==> config.mk <==
export PLATFORM = sky130hd
export DESIGN_NAME = device_status_flags
export DESIGN_NICKNAME = d
export VERILOG_FILES = /design/src/hw/status_pkg.sv /design/src/hw/pin_sync.sv /design/src/hw/alarm_window.sv /design/src/hw/device_status_flags.sv
export SDC_FILE = /design/constraint.sdc
export NUM_CORES = 1
export LEC_CHECK = 0
export ABC_AREA = 1
export BUFFER_PORTS_ARGS = -buffer_cell sky130_fd_sc_hd__buf_4
export CORE_MARGIN = 2
export CORE_UTILIZATION = 45
export DETAILED_ROUTE_END_ITERATION = 12
export MAX_ROUTING_LAYER = met4
export PLACE_DENSITY = 0.75
export SKIP_LAST_GASP = 1
export SLEW_MARGIN = 30
export SYNTH_ARGS = -nofsm -noshare
export SYNTH_HDL_FRONTEND = slang
export SYNTH_HIERARCHICAL = 1
export SYNTH_SLANG_ARGS = --single-unit
export TNS_END_PERCENT = 100
==> constraint.sdc <==
create_clock -name pclk -period 4.8 [get_ports pclk]
set_input_delay 0.24 -clock pclk [delete_from_list [all_inputs] [get_ports pclk]]
set_output_delay 0.24 -clock pclk [all_outputs]
set_load 0.005 [all_outputs]
==> src/hw/status_pkg.sv <==
package status_pkg;

  // ****************************************************************
  // register map (printed status offsets are register indices; control offsets are byte addresses)
  // ****************************************************************
  localparam logic [7:0]  ALARM_STATUS_IDX   = 8'h1e;
  localparam logic [7:0]  GENERAL_STATUS_IDX = 8'h1f;
  localparam logic [11:0] ALARM_STATUS_ADDR  = {2'h0, ALARM_STATUS_IDX, 2'h0};
  localparam logic [11:0] GENERAL_STATUS_ADDR = {2'h0, GENERAL_STATUS_IDX, 2'h0};
  localparam logic [11:0] CONV_CTRL_ADDR     = 12'h100;
  localparam logic [11:0] CONFIG_EVT_ADDR    = 12'h104;
  localparam logic [15:0] STATUS_RESET       = 16'h0000;

  // ****************************************************************
  // general status fields
  // ****************************************************************
  localparam int GS_GLOBAL_DATA  = 15;
  localparam int GS_CONV_IDLE    = 14;
  localparam int GS_DAV_HI       = 13;
  localparam int GS_DAV_LO       = 8;
  localparam int GS_STANDBY_B    = 3;
  localparam int GS_STANDBY_A    = 2;
  localparam int GS_AMP_ENABLE   = 1;
  localparam int GS_GLOBAL_ALARM = 0;
  localparam int NUM_DAV         = 6;

  // ****************************************************************
  // control register fields
  // ****************************************************************
  localparam int CC_POWER_BIT    = 0;
  localparam int CC_CHSEL_LO     = 8;
  localparam int CC_CHSEL_W      = 8;
  localparam int CC_TRIGGER_BIT  = 16;
  localparam int CE_HALT_BIT     = 0;
  localparam int CE_CLEAR_DAV_BIT = 1;

  // ****************************************************************
  // timing
  // ****************************************************************
  localparam int CLK_PERIOD_PS   = 4000;
  localparam int UPDATE_TIME_NS  = 1000;
  localparam int UPDATE_CYCLES   = (UPDATE_TIME_NS * 1000 + CLK_PERIOD_PS - 1) / CLK_PERIOD_PS;

  typedef enum logic [1:0] {
    CONV_OFF     = 2'b00,
    CONV_READY   = 2'b01,
    CONV_RUNNING = 2'b11,
    CONV_UPDATE  = 2'b10
  } conv_state_t;

endpackage

==> src/hw/pin_sync.sv <==
`timescale 1ns/1ps
`default_nettype none
// two-flop synchroniser, one per bit
module pin_sync
  import status_pkg::*;
#(
  parameter int W = 3
)(
  input  wire logic         pclk,
  input  wire logic         presetn,
  input  wire logic [W-1:0] async_in,
  output logic      [W-1:0] sync_out
);

  typedef struct packed {
    logic [W-1:0] meta;
    logic [W-1:0] sync;
  } sync_state_t;

  sync_state_t s_q;
  sync_state_t s_d;

  always_comb
  begin
    s_d      = s_q;
    s_d.meta = async_in;
    s_d.sync = s_q.meta;
  end

  always_ff @(posedge pclk or negedge presetn)
  begin
    if (!presetn)
      s_q <= '0;
    else
      s_q <= s_d;
  end

  assign sync_out = s_q.sync;

endmodule
`default_nettype wire

==> src/hw/alarm_window.sv <==
`timescale 1ns/1ps
`default_nettype none
// out-of-window compare for one monitored channel
module alarm_window
  import status_pkg::*;
#(
  parameter int DW = 12
)(
  input  wire logic [DW-1:0] sample,
  input  wire logic [DW-1:0] low_thresh,
  input  wire logic [DW-1:0] high_thresh,
  output logic               outside
);

  assign outside = (sample < low_thresh) || (sample > high_thresh);

endmodule
`default_nettype wire

==> src/hw/device_status_flags.sv <==
// Added by the designer: register access over APB.
`timescale 1ns/1ps
`default_nettype none
module device_status_flags
  import status_pkg::*;
#(
  parameter int DW            = 12,
  parameter int UPDATE_CYC    = UPDATE_CYCLES
)(
  input  wire logic          pclk,
  input  wire logic          presetn,
  input  wire logic          psel,
  input  wire logic          penable,
  input  wire logic          pwrite,
  input  wire logic [11:0]   paddr,
  input  wire logic [31:0]   pwdata,
  input  wire logic [3:0]    pstrb,
  output logic      [31:0]   prdata,
  output logic               pready,
  output logic               pslverr,
  input  wire logic          closed_loop,
  input  wire logic [DW-1:0] chan_a_adc,
  input  wire logic [DW-1:0] chan_b_adc,
  input  wire logic [DW-1:0] chan_a_cs,
  input  wire logic [DW-1:0] chan_b_cs,
  input  wire logic [DW-1:0] alarm_low_thresh,
  input  wire logic [DW-1:0] alarm_high_thresh,
  input  wire logic [13:0]   upper_alarms,
  input  wire logic          conv_done,
  input  wire logic [5:0]    dav_set,
  input  wire logic          standby_pin_a,
  input  wire logic          standby_pin_b,
  input  wire logic          amp_enable_pin_n,
  output logic               conv_trigger,
  output logic               conv_idle
);

  // ****************************************************************
  // state
  // ****************************************************************
  typedef struct packed {
    logic [15:0]  alarm_status;
    logic         global_alarm_flag;
    logic [5:0]   dav;
    conv_state_t  conv;
    logic [15:0]  upd_cnt;
    logic         powered;
    logic [7:0]   chan_sel;
    logic         trigger;
    logic [31:0]  rdata;
  } state_t;

  state_t s_q;
  state_t s_d;

  logic [2:0]  pins_sync;
  logic        channel_a_monitor_alarm;
  logic        channel_b_monitor_alarm;
  logic        a_adc_out;
  logic        b_adc_out;
  logic        a_cs_out;
  logic        b_cs_out;
  logic        standby_pin_a_state;
  logic        standby_pin_b_state;
  logic        amp_enable_pin_state;
  logic [15:0] general_status;
  logic        wr_en;
  logic        rd_en;
  logic        new_alarm;

  function automatic logic addr_hit(input logic [11:0] a, input logic [11:0] reg_addr);
    addr_hit = (a == reg_addr);
  endfunction

  // ****************************************************************
  // pins and window compare
  // ****************************************************************
  pin_sync #(.W(3)) u_pins (
    .pclk     (pclk),
    .presetn  (presetn),
    // amp pin inverted ahead of sync so the reset value reads as off
    .async_in ({~amp_enable_pin_n, standby_pin_b, standby_pin_a}),
    .sync_out (pins_sync)
  );

  alarm_window #(.DW(DW)) u_win_a_adc (
    .sample(chan_a_adc), .low_thresh(alarm_low_thresh),
    .high_thresh(alarm_high_thresh), .outside(a_adc_out));
  alarm_window #(.DW(DW)) u_win_b_adc (
    .sample(chan_b_adc), .low_thresh(alarm_low_thresh),
    .high_thresh(alarm_high_thresh), .outside(b_adc_out));
  alarm_window #(.DW(DW)) u_win_a_cs (
    .sample(chan_a_cs), .low_thresh(alarm_low_thresh),
    .high_thresh(alarm_high_thresh), .outside(a_cs_out));
  alarm_window #(.DW(DW)) u_win_b_cs (
    .sample(chan_b_cs), .low_thresh(alarm_low_thresh),
    .high_thresh(alarm_high_thresh), .outside(b_cs_out));

  assign channel_a_monitor_alarm = closed_loop ? a_adc_out : a_cs_out;
  assign channel_b_monitor_alarm = closed_loop ? b_adc_out : b_cs_out;

  assign standby_pin_a_state  = pins_sync[0];
  assign standby_pin_b_state  = pins_sync[1];
  assign amp_enable_pin_state = pins_sync[2];

  assign wr_en = psel && penable && pwrite;
  assign rd_en = psel && penable && !pwrite;
  assign new_alarm = |{upper_alarms, channel_b_monitor_alarm, channel_a_monitor_alarm};

  // ****************************************************************
  // general status word
  // ****************************************************************
  always_comb
  begin
    general_status                  = STATUS_RESET;
    general_status[GS_GLOBAL_DATA]  = |s_q.dav;
    general_status[GS_CONV_IDLE]    = (s_q.conv == CONV_READY);
    general_status[GS_DAV_HI:GS_DAV_LO] = s_q.dav;
    general_status[GS_STANDBY_B]    = standby_pin_b_state;
    general_status[GS_STANDBY_A]    = standby_pin_a_state;
    general_status[GS_AMP_ENABLE]   = amp_enable_pin_state;
    general_status[GS_GLOBAL_ALARM] = s_q.global_alarm_flag;
  end

  // ****************************************************************
  // next state
  // ****************************************************************
  always_comb
  begin
    s_d         = s_q;
    s_d.trigger = 1'b0;
    s_d.alarm_status = {upper_alarms, channel_b_monitor_alarm,
                        channel_a_monitor_alarm};
    // sticky dav flags, set wins over clear
    if (wr_en && addr_hit(paddr, CONFIG_EVT_ADDR) && pstrb[0] && pwdata[CE_CLEAR_DAV_BIT])
      s_d.dav = '0;
    s_d.dav = s_d.dav | dav_set;
    // global alarm sticky; new alarm in read cycle wins
    if (rd_en && addr_hit(paddr, ALARM_STATUS_ADDR))
      s_d.global_alarm_flag = 1'b0;
    if (new_alarm)
      s_d.global_alarm_flag = 1'b1;
    if (wr_en && addr_hit(paddr, CONV_CTRL_ADDR))
    begin
      if (pstrb[0])
        s_d.powered = pwdata[CC_POWER_BIT];
      if (pstrb[1])
        s_d.chan_sel = pwdata[CC_CHSEL_LO +: CC_CHSEL_W];
    end
    case (s_q.conv)
      CONV_OFF:
      begin
        if (s_q.powered && (s_q.chan_sel != '0))
          s_d.conv = CONV_READY;
      end
      CONV_READY:
      begin
        if (!s_q.powered || s_q.chan_sel == '0)
          s_d.conv = CONV_OFF;
        else if (wr_en && addr_hit(paddr, CONV_CTRL_ADDR) && pstrb[2]
                 && pwdata[CC_TRIGGER_BIT])
        begin
          s_d.conv    = CONV_RUNNING;
          s_d.trigger = 1'b1;
        end
      end
      CONV_RUNNING:
      begin
        if (conv_done)
          s_d.conv = CONV_OFF;
      end
      CONV_UPDATE:
      begin
        if (s_q.upd_cnt != '0)
          s_d.upd_cnt = s_q.upd_cnt - 16'h0001;
        else
          s_d.conv = CONV_OFF;
      end
      default:
        s_d.conv = CONV_OFF;
    endcase
    // halting write overrides, restarts the update wait, unless it just triggered
    if (!s_d.trigger && wr_en
        && ((addr_hit(paddr, CONFIG_EVT_ADDR) && pstrb[0] && pwdata[CE_HALT_BIT])
            || addr_hit(paddr, CONV_CTRL_ADDR)))
    begin
      s_d.conv    = CONV_UPDATE;
      s_d.upd_cnt = 16'(UPDATE_CYC - 1);
      s_d.trigger = 1'b0;
    end
    // read data; writes to status offsets fall through untouched
    s_d.rdata = 32'h0000_0000;
    if (psel && !penable && !pwrite)
    begin
      if (addr_hit(paddr, ALARM_STATUS_ADDR))
        s_d.rdata = {16'h0000, s_q.alarm_status};
      else if (addr_hit(paddr, GENERAL_STATUS_ADDR))
        s_d.rdata = {16'h0000, general_status};
      else if (addr_hit(paddr, CONV_CTRL_ADDR))
        s_d.rdata = {15'h0000, 1'b0, s_q.chan_sel, 7'h00, s_q.powered};
    end
    else
      s_d.rdata = s_q.rdata;
  end

  always_ff @(posedge pclk or negedge presetn)
  begin
    if (!presetn)
    begin
      s_q      <= '0;
      s_q.conv <= CONV_OFF;
    end
    else
      s_q <= s_d;
  end

  assign prdata       = s_q.rdata;
  assign pready       = 1'b1;
  assign pslverr      = 1'b0;
  assign conv_trigger = s_q.trigger;
  assign conv_idle    = general_status[GS_CONV_IDLE];

  // ****************************************************************
  // checks
  // ****************************************************************
  property p_idle_off_unpowered;
    @(posedge pclk) disable iff (!presetn)
    (!s_q.powered) |-> ##1 !conv_idle;
  endproperty
  a_idle_off_unpowered: assert property (p_idle_off_unpowered)
    else $error("idle set while unpowered");

  property p_halt_clears_idle;
    @(posedge pclk) disable iff (!presetn)
    (wr_en && addr_hit(paddr, CONV_CTRL_ADDR)) |=> !conv_idle [*2];
  endproperty
  a_halt_clears_idle: assert property (p_halt_clears_idle)
    else $error("idle not held low after halting write");

  property p_run_not_idle;
    @(posedge pclk) disable iff (!presetn)
    conv_trigger |-> !conv_idle;
  endproperty
  a_run_not_idle: assert property (p_run_not_idle)
    else $error("idle high during conversion");

  property p_global_alarm_flag_sticky;
    @(posedge pclk) disable iff (!presetn)
    (s_q.global_alarm_flag && !(rd_en && addr_hit(paddr, ALARM_STATUS_ADDR)))
      |=> s_q.global_alarm_flag;
  endproperty
  a_global_alarm_flag_sticky: assert property (p_global_alarm_flag_sticky)
    else $error("global alarm dropped without read");

  property p_global_alarm_flag_set;
    @(posedge pclk) disable iff (!presetn)
    (|s_q.alarm_status) |-> s_q.global_alarm_flag;
  endproperty
  a_global_alarm_flag_set: assert property (p_global_alarm_flag_set)
    else $error("alarm present but global alarm clear");

  property p_reserved_zero;
    @(posedge pclk) disable iff (!presetn)
    general_status[7:4] == 4'h0;
  endproperty
  a_reserved_zero: assert property (p_reserved_zero)
    else $error("reserved status bits non-zero");

  property p_global_new_data_flag_or;
    @(posedge pclk) disable iff (!presetn)
    (|dav_set) |=> general_status[GS_GLOBAL_DATA];
  endproperty
  a_global_new_data_flag_or: assert property (p_global_new_data_flag_or)
    else $error("new data flag missed");

  property p_amp_pin;
    @(posedge pclk) disable iff (!presetn)
    $fell(amp_enable_pin_n) |-> ##2 general_status[GS_AMP_ENABLE] [*1];
  endproperty
  a_amp_pin: assert property (p_amp_pin)
    else $error("amp enable status did not follow pin");

  property p_global_alarm_flag_clear_on_read;
    @(posedge pclk) disable iff (!presetn)
    (rd_en && addr_hit(paddr, ALARM_STATUS_ADDR) && !new_alarm) |=> !s_q.global_alarm_flag;
  endproperty
  a_global_alarm_flag_clear_on_read: assert property (p_global_alarm_flag_clear_on_read)
    else $error("global alarm not cleared by alarm status read");

  property p_read_keeps_dav;
    @(posedge pclk) disable iff (!presetn)
    (rd_en && (dav_set == 6'h00)) |=> $stable(s_q.dav);
  endproperty
  a_read_keeps_dav: assert property (p_read_keeps_dav)
    else $error("new data flags changed by a read");

endmodule
`default_nettype wire

* Yosys cells after proc, flatten, opt, wreduce, memory -nomap -nowiden
Cells that the tools add are included.
Storage, ports and cells: flip-flop bits (word level) 89, input port bits 150, output and inout port bits 36, logic and storage cells 94
Operators by class: add/sub/neg operators 1, $lt $le $gt $ge 8, eq/ne operators 11, mux-type cells 21, bitwise operators 2, reduce and logical (&&, ||, !) cells 40
Operators by type and width (number):
- $mux 16 | 5
- $gt 12x12->1 | 4
- $lt 12x12->1 | 4
- $eq 12x7->1 const B | 2
- $eq 12x9->1 const B | 2
- $mux 18 | 1
- $logic_and 1x1->1 | 17
- $reduce_bool 16->1 | 1
- $reduce_or 16->1 | 1
- $sub 16x1->16 const B | 1
- $mux 2 | 5
- $ne 3x3->1 const B | 3
- $logic_not 8->1 | 1
- $mux 1 | 8
- $pmux 2 s4 | 1
- $reduce_bool 8->1 | 1
- $logic_or 1x1->1 | 6
- $mux 6 | 1
- $or 6x6->6 | 1
- $reduce_and 2->1 | 3
- $reduce_bool 2->1 | 3
- $reduce_or 6->1 | 1
- $eq 2x2->1 const B | 2
- $logic_not 1->1 | 4
- other kinds (5) | 5

* Logic depth before layout (Yosys ltp)
depth after elaboration 13, mapped depth 15, depth with buffers taken out 15

* Hierarchy
The synthesis kept the hierarchy.
By module, submodules not included:
- device_status_flags | times used 1, cells each 445, area an instance 3643.5 sq um, sequential area each 1676.6 sq um
- alarm_window | times used 4, cells each 108, area an instance 663.1 sq um, sequential area each 0.0 sq um
- pin_sync | times used 1, cells each 6, area an instance 150.1 sq um, sequential area each 150.1 sq um

* Worst setup path after synthesis
No wires, ideal clock.
kind in2reg, start input port alarm_high_thresh[11], end register s_q, in the netlist general_status[0], setup time 138 ps, arrival time 1499 ps, required time 4662 ps, setup slack 3163 ps, stages 10, buffers on the path 0, cells stage by stage inv_1 > ha_1 > a21o_1 > nor2_4 > nand3_1 > nand2_1 > nand2_1 > mux2_2 > nor3_1 > nand4_1
On the way: longest elaborated chain between the ends 5
Ends and longest elaborated chain:
- start, declared | line device_status_flags.sv:27 | input wire logic [DW-1:0] alarm_high_thresh,
- $gt 12x12->1 (*) | line alarm_window.sv:15 | assign outside = (sample < low_thresh) || (sample > high_thresh);
- $logic_or 1x1->1 (*) | line alarm_window.sv:15
- net a_adc_out | line device_status_flags.sv:59 | logic a_adc_out;
- $mux 1 (*) | line device_status_flags.sv:99 | assign channel_a_monitor_alarm = closed_loop ? a_adc_out : a_cs_out;
- net channel_a_monitor_alarm | line device_status_flags.sv:57 | logic channel_a_monitor_alarm;
- $reduce_or 16->1 (*) | line device_status_flags.sv:108 | assign new_alarm = |{upper_alarms, channel_b_monitor_alarm, channel_a_monitor_alarm};
- $mux 1 / $reduce_bool 2->1 (equally long branches)
- end, declared | line device_status_flags.sv:53 | state_t s_q;
The timed path passes the listed nets; every way through them passes the cells marked *. A chain may end at the register's enable or synchronous reset.

* Worst setup path in the final report
start register s_q[42] (netlist bit), end register s_q[54] (netlist bit)
On the way: longest elaborated chain between the ends 4
Ends and longest elaborated chain:
- $sub 16x1->16 | line device_status_flags.sv:175 | s_d.upd_cnt = s_q.upd_cnt - 16'h0001;
- $mux 16 | line device_status_flags.sv:174 | if (s_q.upd_cnt != '0)
- $mux 16 | line device_status_flags.sv:150 | case (s_q.conv)
- $mux 18 | line device_status_flags.sv:183 | if (!s_d.trigger && wr_en
Parallel ways exist; a longest one is shown, timed or not. The select of a mux whose other input is x is not followed.

==> run_results.csv <==
group,metric,value,unit
clock_tree,worstSkewPairLatency,330,ps
routing,antenna_left,0,
clock_tree,cts-resized-gates,0,
synth,synth.area.top_cells,"dfrtp_1, ha_1, nand2_1",
clock_tree,holdBufCountCts,0,
floorplanning,die_area,15300,sq um
clock_tree,cts_buffer_depth,2,
synth,yosys_warnings,6,
synth,synth_area_leader_cell,"dfrtp_1",
clock_tree,postCtsSetupBuffers,0,
sta,slew_headroom,44.1,%
setup_path,end_kind,"flip-flop",
sta,fmax,528,MHz
setup_path,worstReg2RegEnd,"s_q[54]",
synth,synthCells,883,
finish,n_antenna_cell,0,
setup_path,crit_required,5020,ps
global_route,grt_max_degree,74,
clock_tree,cts-root-buf,"clkbuf_16",
synth,synth_flop_cell,"dfrtp_1",
sta,worst_slew_pin_slew,835,ps
clock_tree,cts.clk_slew.worst_paths,60,ps
clock_tree,cts.sinks,73,
synth,seq_area_frac_synth,28.3,%
finish,final_common_cell,"nand2_1",
floorplanning,coreArea,13900,sq um
setup_path,r2r_setup_slack,2910,ps
setup_path,crit_arrival,2120,ps
sta,hold_viol,0,
synth,synth_edf_count,0,
global_route,grt_pass1_wl,24900,um
routing,wl_per_cell,12.8,um
sta,setup_viol,0,
finish,fin_nets,1260,
run_status,status,"finished, final reports clean",
synth,yosys_register_bits,73,
clock_tree,htreeDepth,3,
routing,firstDrtPassIters,5,
clock_tree,cts_tree,"done",
global_route,first_global_vias,5490,
synth,synth.cell_area,6450,sq um
finish,areaGrowthSynthToFinish,22.1,%
power,powerDensity,232,nW/um^2
hold_path,hold_depth,1,
setup_path,cp_max_fo,14,
sta,finalCriticalPeriod,1890,ps
place,io_buffers,145,
floorplanning,rows,43,
sta,finalMaxSlewViolations,0,
global_route,overflow,0,
synth,ys_types,37,
sta,grt_setup_unrepaired,"no",
routing,vias,5760,
synth,synth_area_per_cell,7.30,sq um
routing,routed_wl,15400,um
floorplanning,start_util,46.3,%
place,pre_cts_slack,2760,ps
sta,fin_crit_sh,39.4,%
run,drv_cap,0,
setup_path,r2r_cells,12,
clock_tree,cts_buffers,9,
routing,first_iter_violations,292,
floorplanning,io_pins,186,
floorplanning,die_y,124,um
finish,drive_above_1_share,24.4,%
synth,synthArstFlopShare,100,%
place,place_congestion,0.884,
hold_path,whs_endpoint,"u_pins/s_d[1]",
setup_path,crit_type,"reg2reg",
global_route,track_usage,21.3,%
sta,skew,6.74,ps
sta,fin_ws,2910,ps
setup_path,startpoint_type,"flip-flop",
hold_path,hp-class,"in2reg",
finish,final_cell_mix,"nand2_1, inv_1, buf_4",
routing,drcViolationCount,0,
place,dp_hpwl,12700,um
hold_path,hp-start,"standby_pin_b",
synth,synth_top_area_share,28.3,%
sta,fin_tns_setup,0,ps
routing,viasPerCell,4.79,
power,worst_ir_drop_vdd,0.140,mV
setup_path,reg2reg_from,"s_q[42]",
power,leakagePower,4.66,nW
global_route,antenna_found_initial,0,
floorplanning,die_x,124,um
[logic make-up after synthesis]
kind of cell               count (synthesis)  share of synthesized area (%)
DFF                                       73                           28.3
xor gates and xnor gates                   1                          0.136
other                                      2                          0.117
buffers and inverters                    242                           16.3
and+or+nand+nor                          375                           27.7
muxes                                     11                           1.96
AOI/OAI and AO/OA                         86                           7.41
adders and majority gates                 93                           18.1
[per-layer routing]
metal	vias to the layer above	track usage, %	part of all wire (%)
li1	2974	-	-
met1	2576	25.6	43
met2	181	36.8	49
met3	29	2.98	5.7
met4	0	6.68	2.1
met5	-	-	0
[where the power goes]
part | switching (mW) | internal (mW)
registers | 0.0209 | 0.649
clock network | 0.258 | 0.471
logic | 0.236 | 0.190
[worst max-delay path: stages, from the launching register on]
cell	delay (ps)
dfrtp_1	370
inv_1	90
ha_1	200
nand2_1	90
nor2_2	110
nand2_1	70
nor2_2	110
nand2_1	80
nand2_2	200
inv_1	150
nand2_1	100
xor2_1	160
nor2_1	50
[cells in the mapped netlist, types with 2 or more instances]
cell	instances
o21ai_0	28
inv_2	25
o21bai_1	6
a21oi_1	36
nand3_1	38
nor3_4	2
nand3_2	3
inv_1	178
nand2_4	5
nor3_1	9
o22ai_1	4
dfrtp_1	73
buf_4	34
nor4_1	5
nand4_2	4
mux2_2	9
a21o_1	4
nand4_1	17
nand2_1	193
nor2_2	15
buf_6	2
clkbuf_1	2
conb_1	2
nor2_1	61
ha_1	93
nand2_2	12
nor2_4	9
o21ai_1	5
[area by class of cell]
type | count | area, sq um
fillers | 1294 | 6060
repair buffers | 146 | 1100
clock inverters | 6 | 90.1
flip-flops and latches | 73 | 1830
well taps | 180 | 225
multi-input cells | 584 | 3630
inverters | 203 | 762
clock buffers | 10 | 239
[flip-flops by register name, summed over array words and instances, names as in the netlist]
name,cells
s_q,43
u_pins/s_d,3
u_pins/sync_out,3
conv_trigger,1
general_status,7
prdata,16
[per-stage QoR]
step	cells	hold WS [ps]	cell area (sq um)	total power [mW]	util (%)
2_1_floorplan	899	-55.6	6510	0.933	-
3_3_place_gp	1185	337	7530	1.09	54.0
3_5_place_dp	1185	336	7530	1.10	54.0
4_1_cts	1201	6.27	7860	1.84	56.4
5_1_grt	1202	3.77	7870	1.93	56.5
6_report	1202	17.2	7870	1.82	56.5
[worst max path at each step]
stage                                     start                end  slack [ps]  cells past startpoint
after global placement     alarm_high_thresh[9]  general_status[0]        2770                     14
after CTS                               s_q[42]            s_q[54]        2910                     12
final                                   s_q[42]            s_q[54]        2910                     12
after floorplan           alarm_high_thresh[11]  general_status[0]        3160                     10
after global routing                    s_q[42]            s_q[54]        2720                     12
after detailed placement  alarm_high_thresh[11]  general_status[0]        2760                     14
Note: power is estimated with default switching activity, not from simulation.
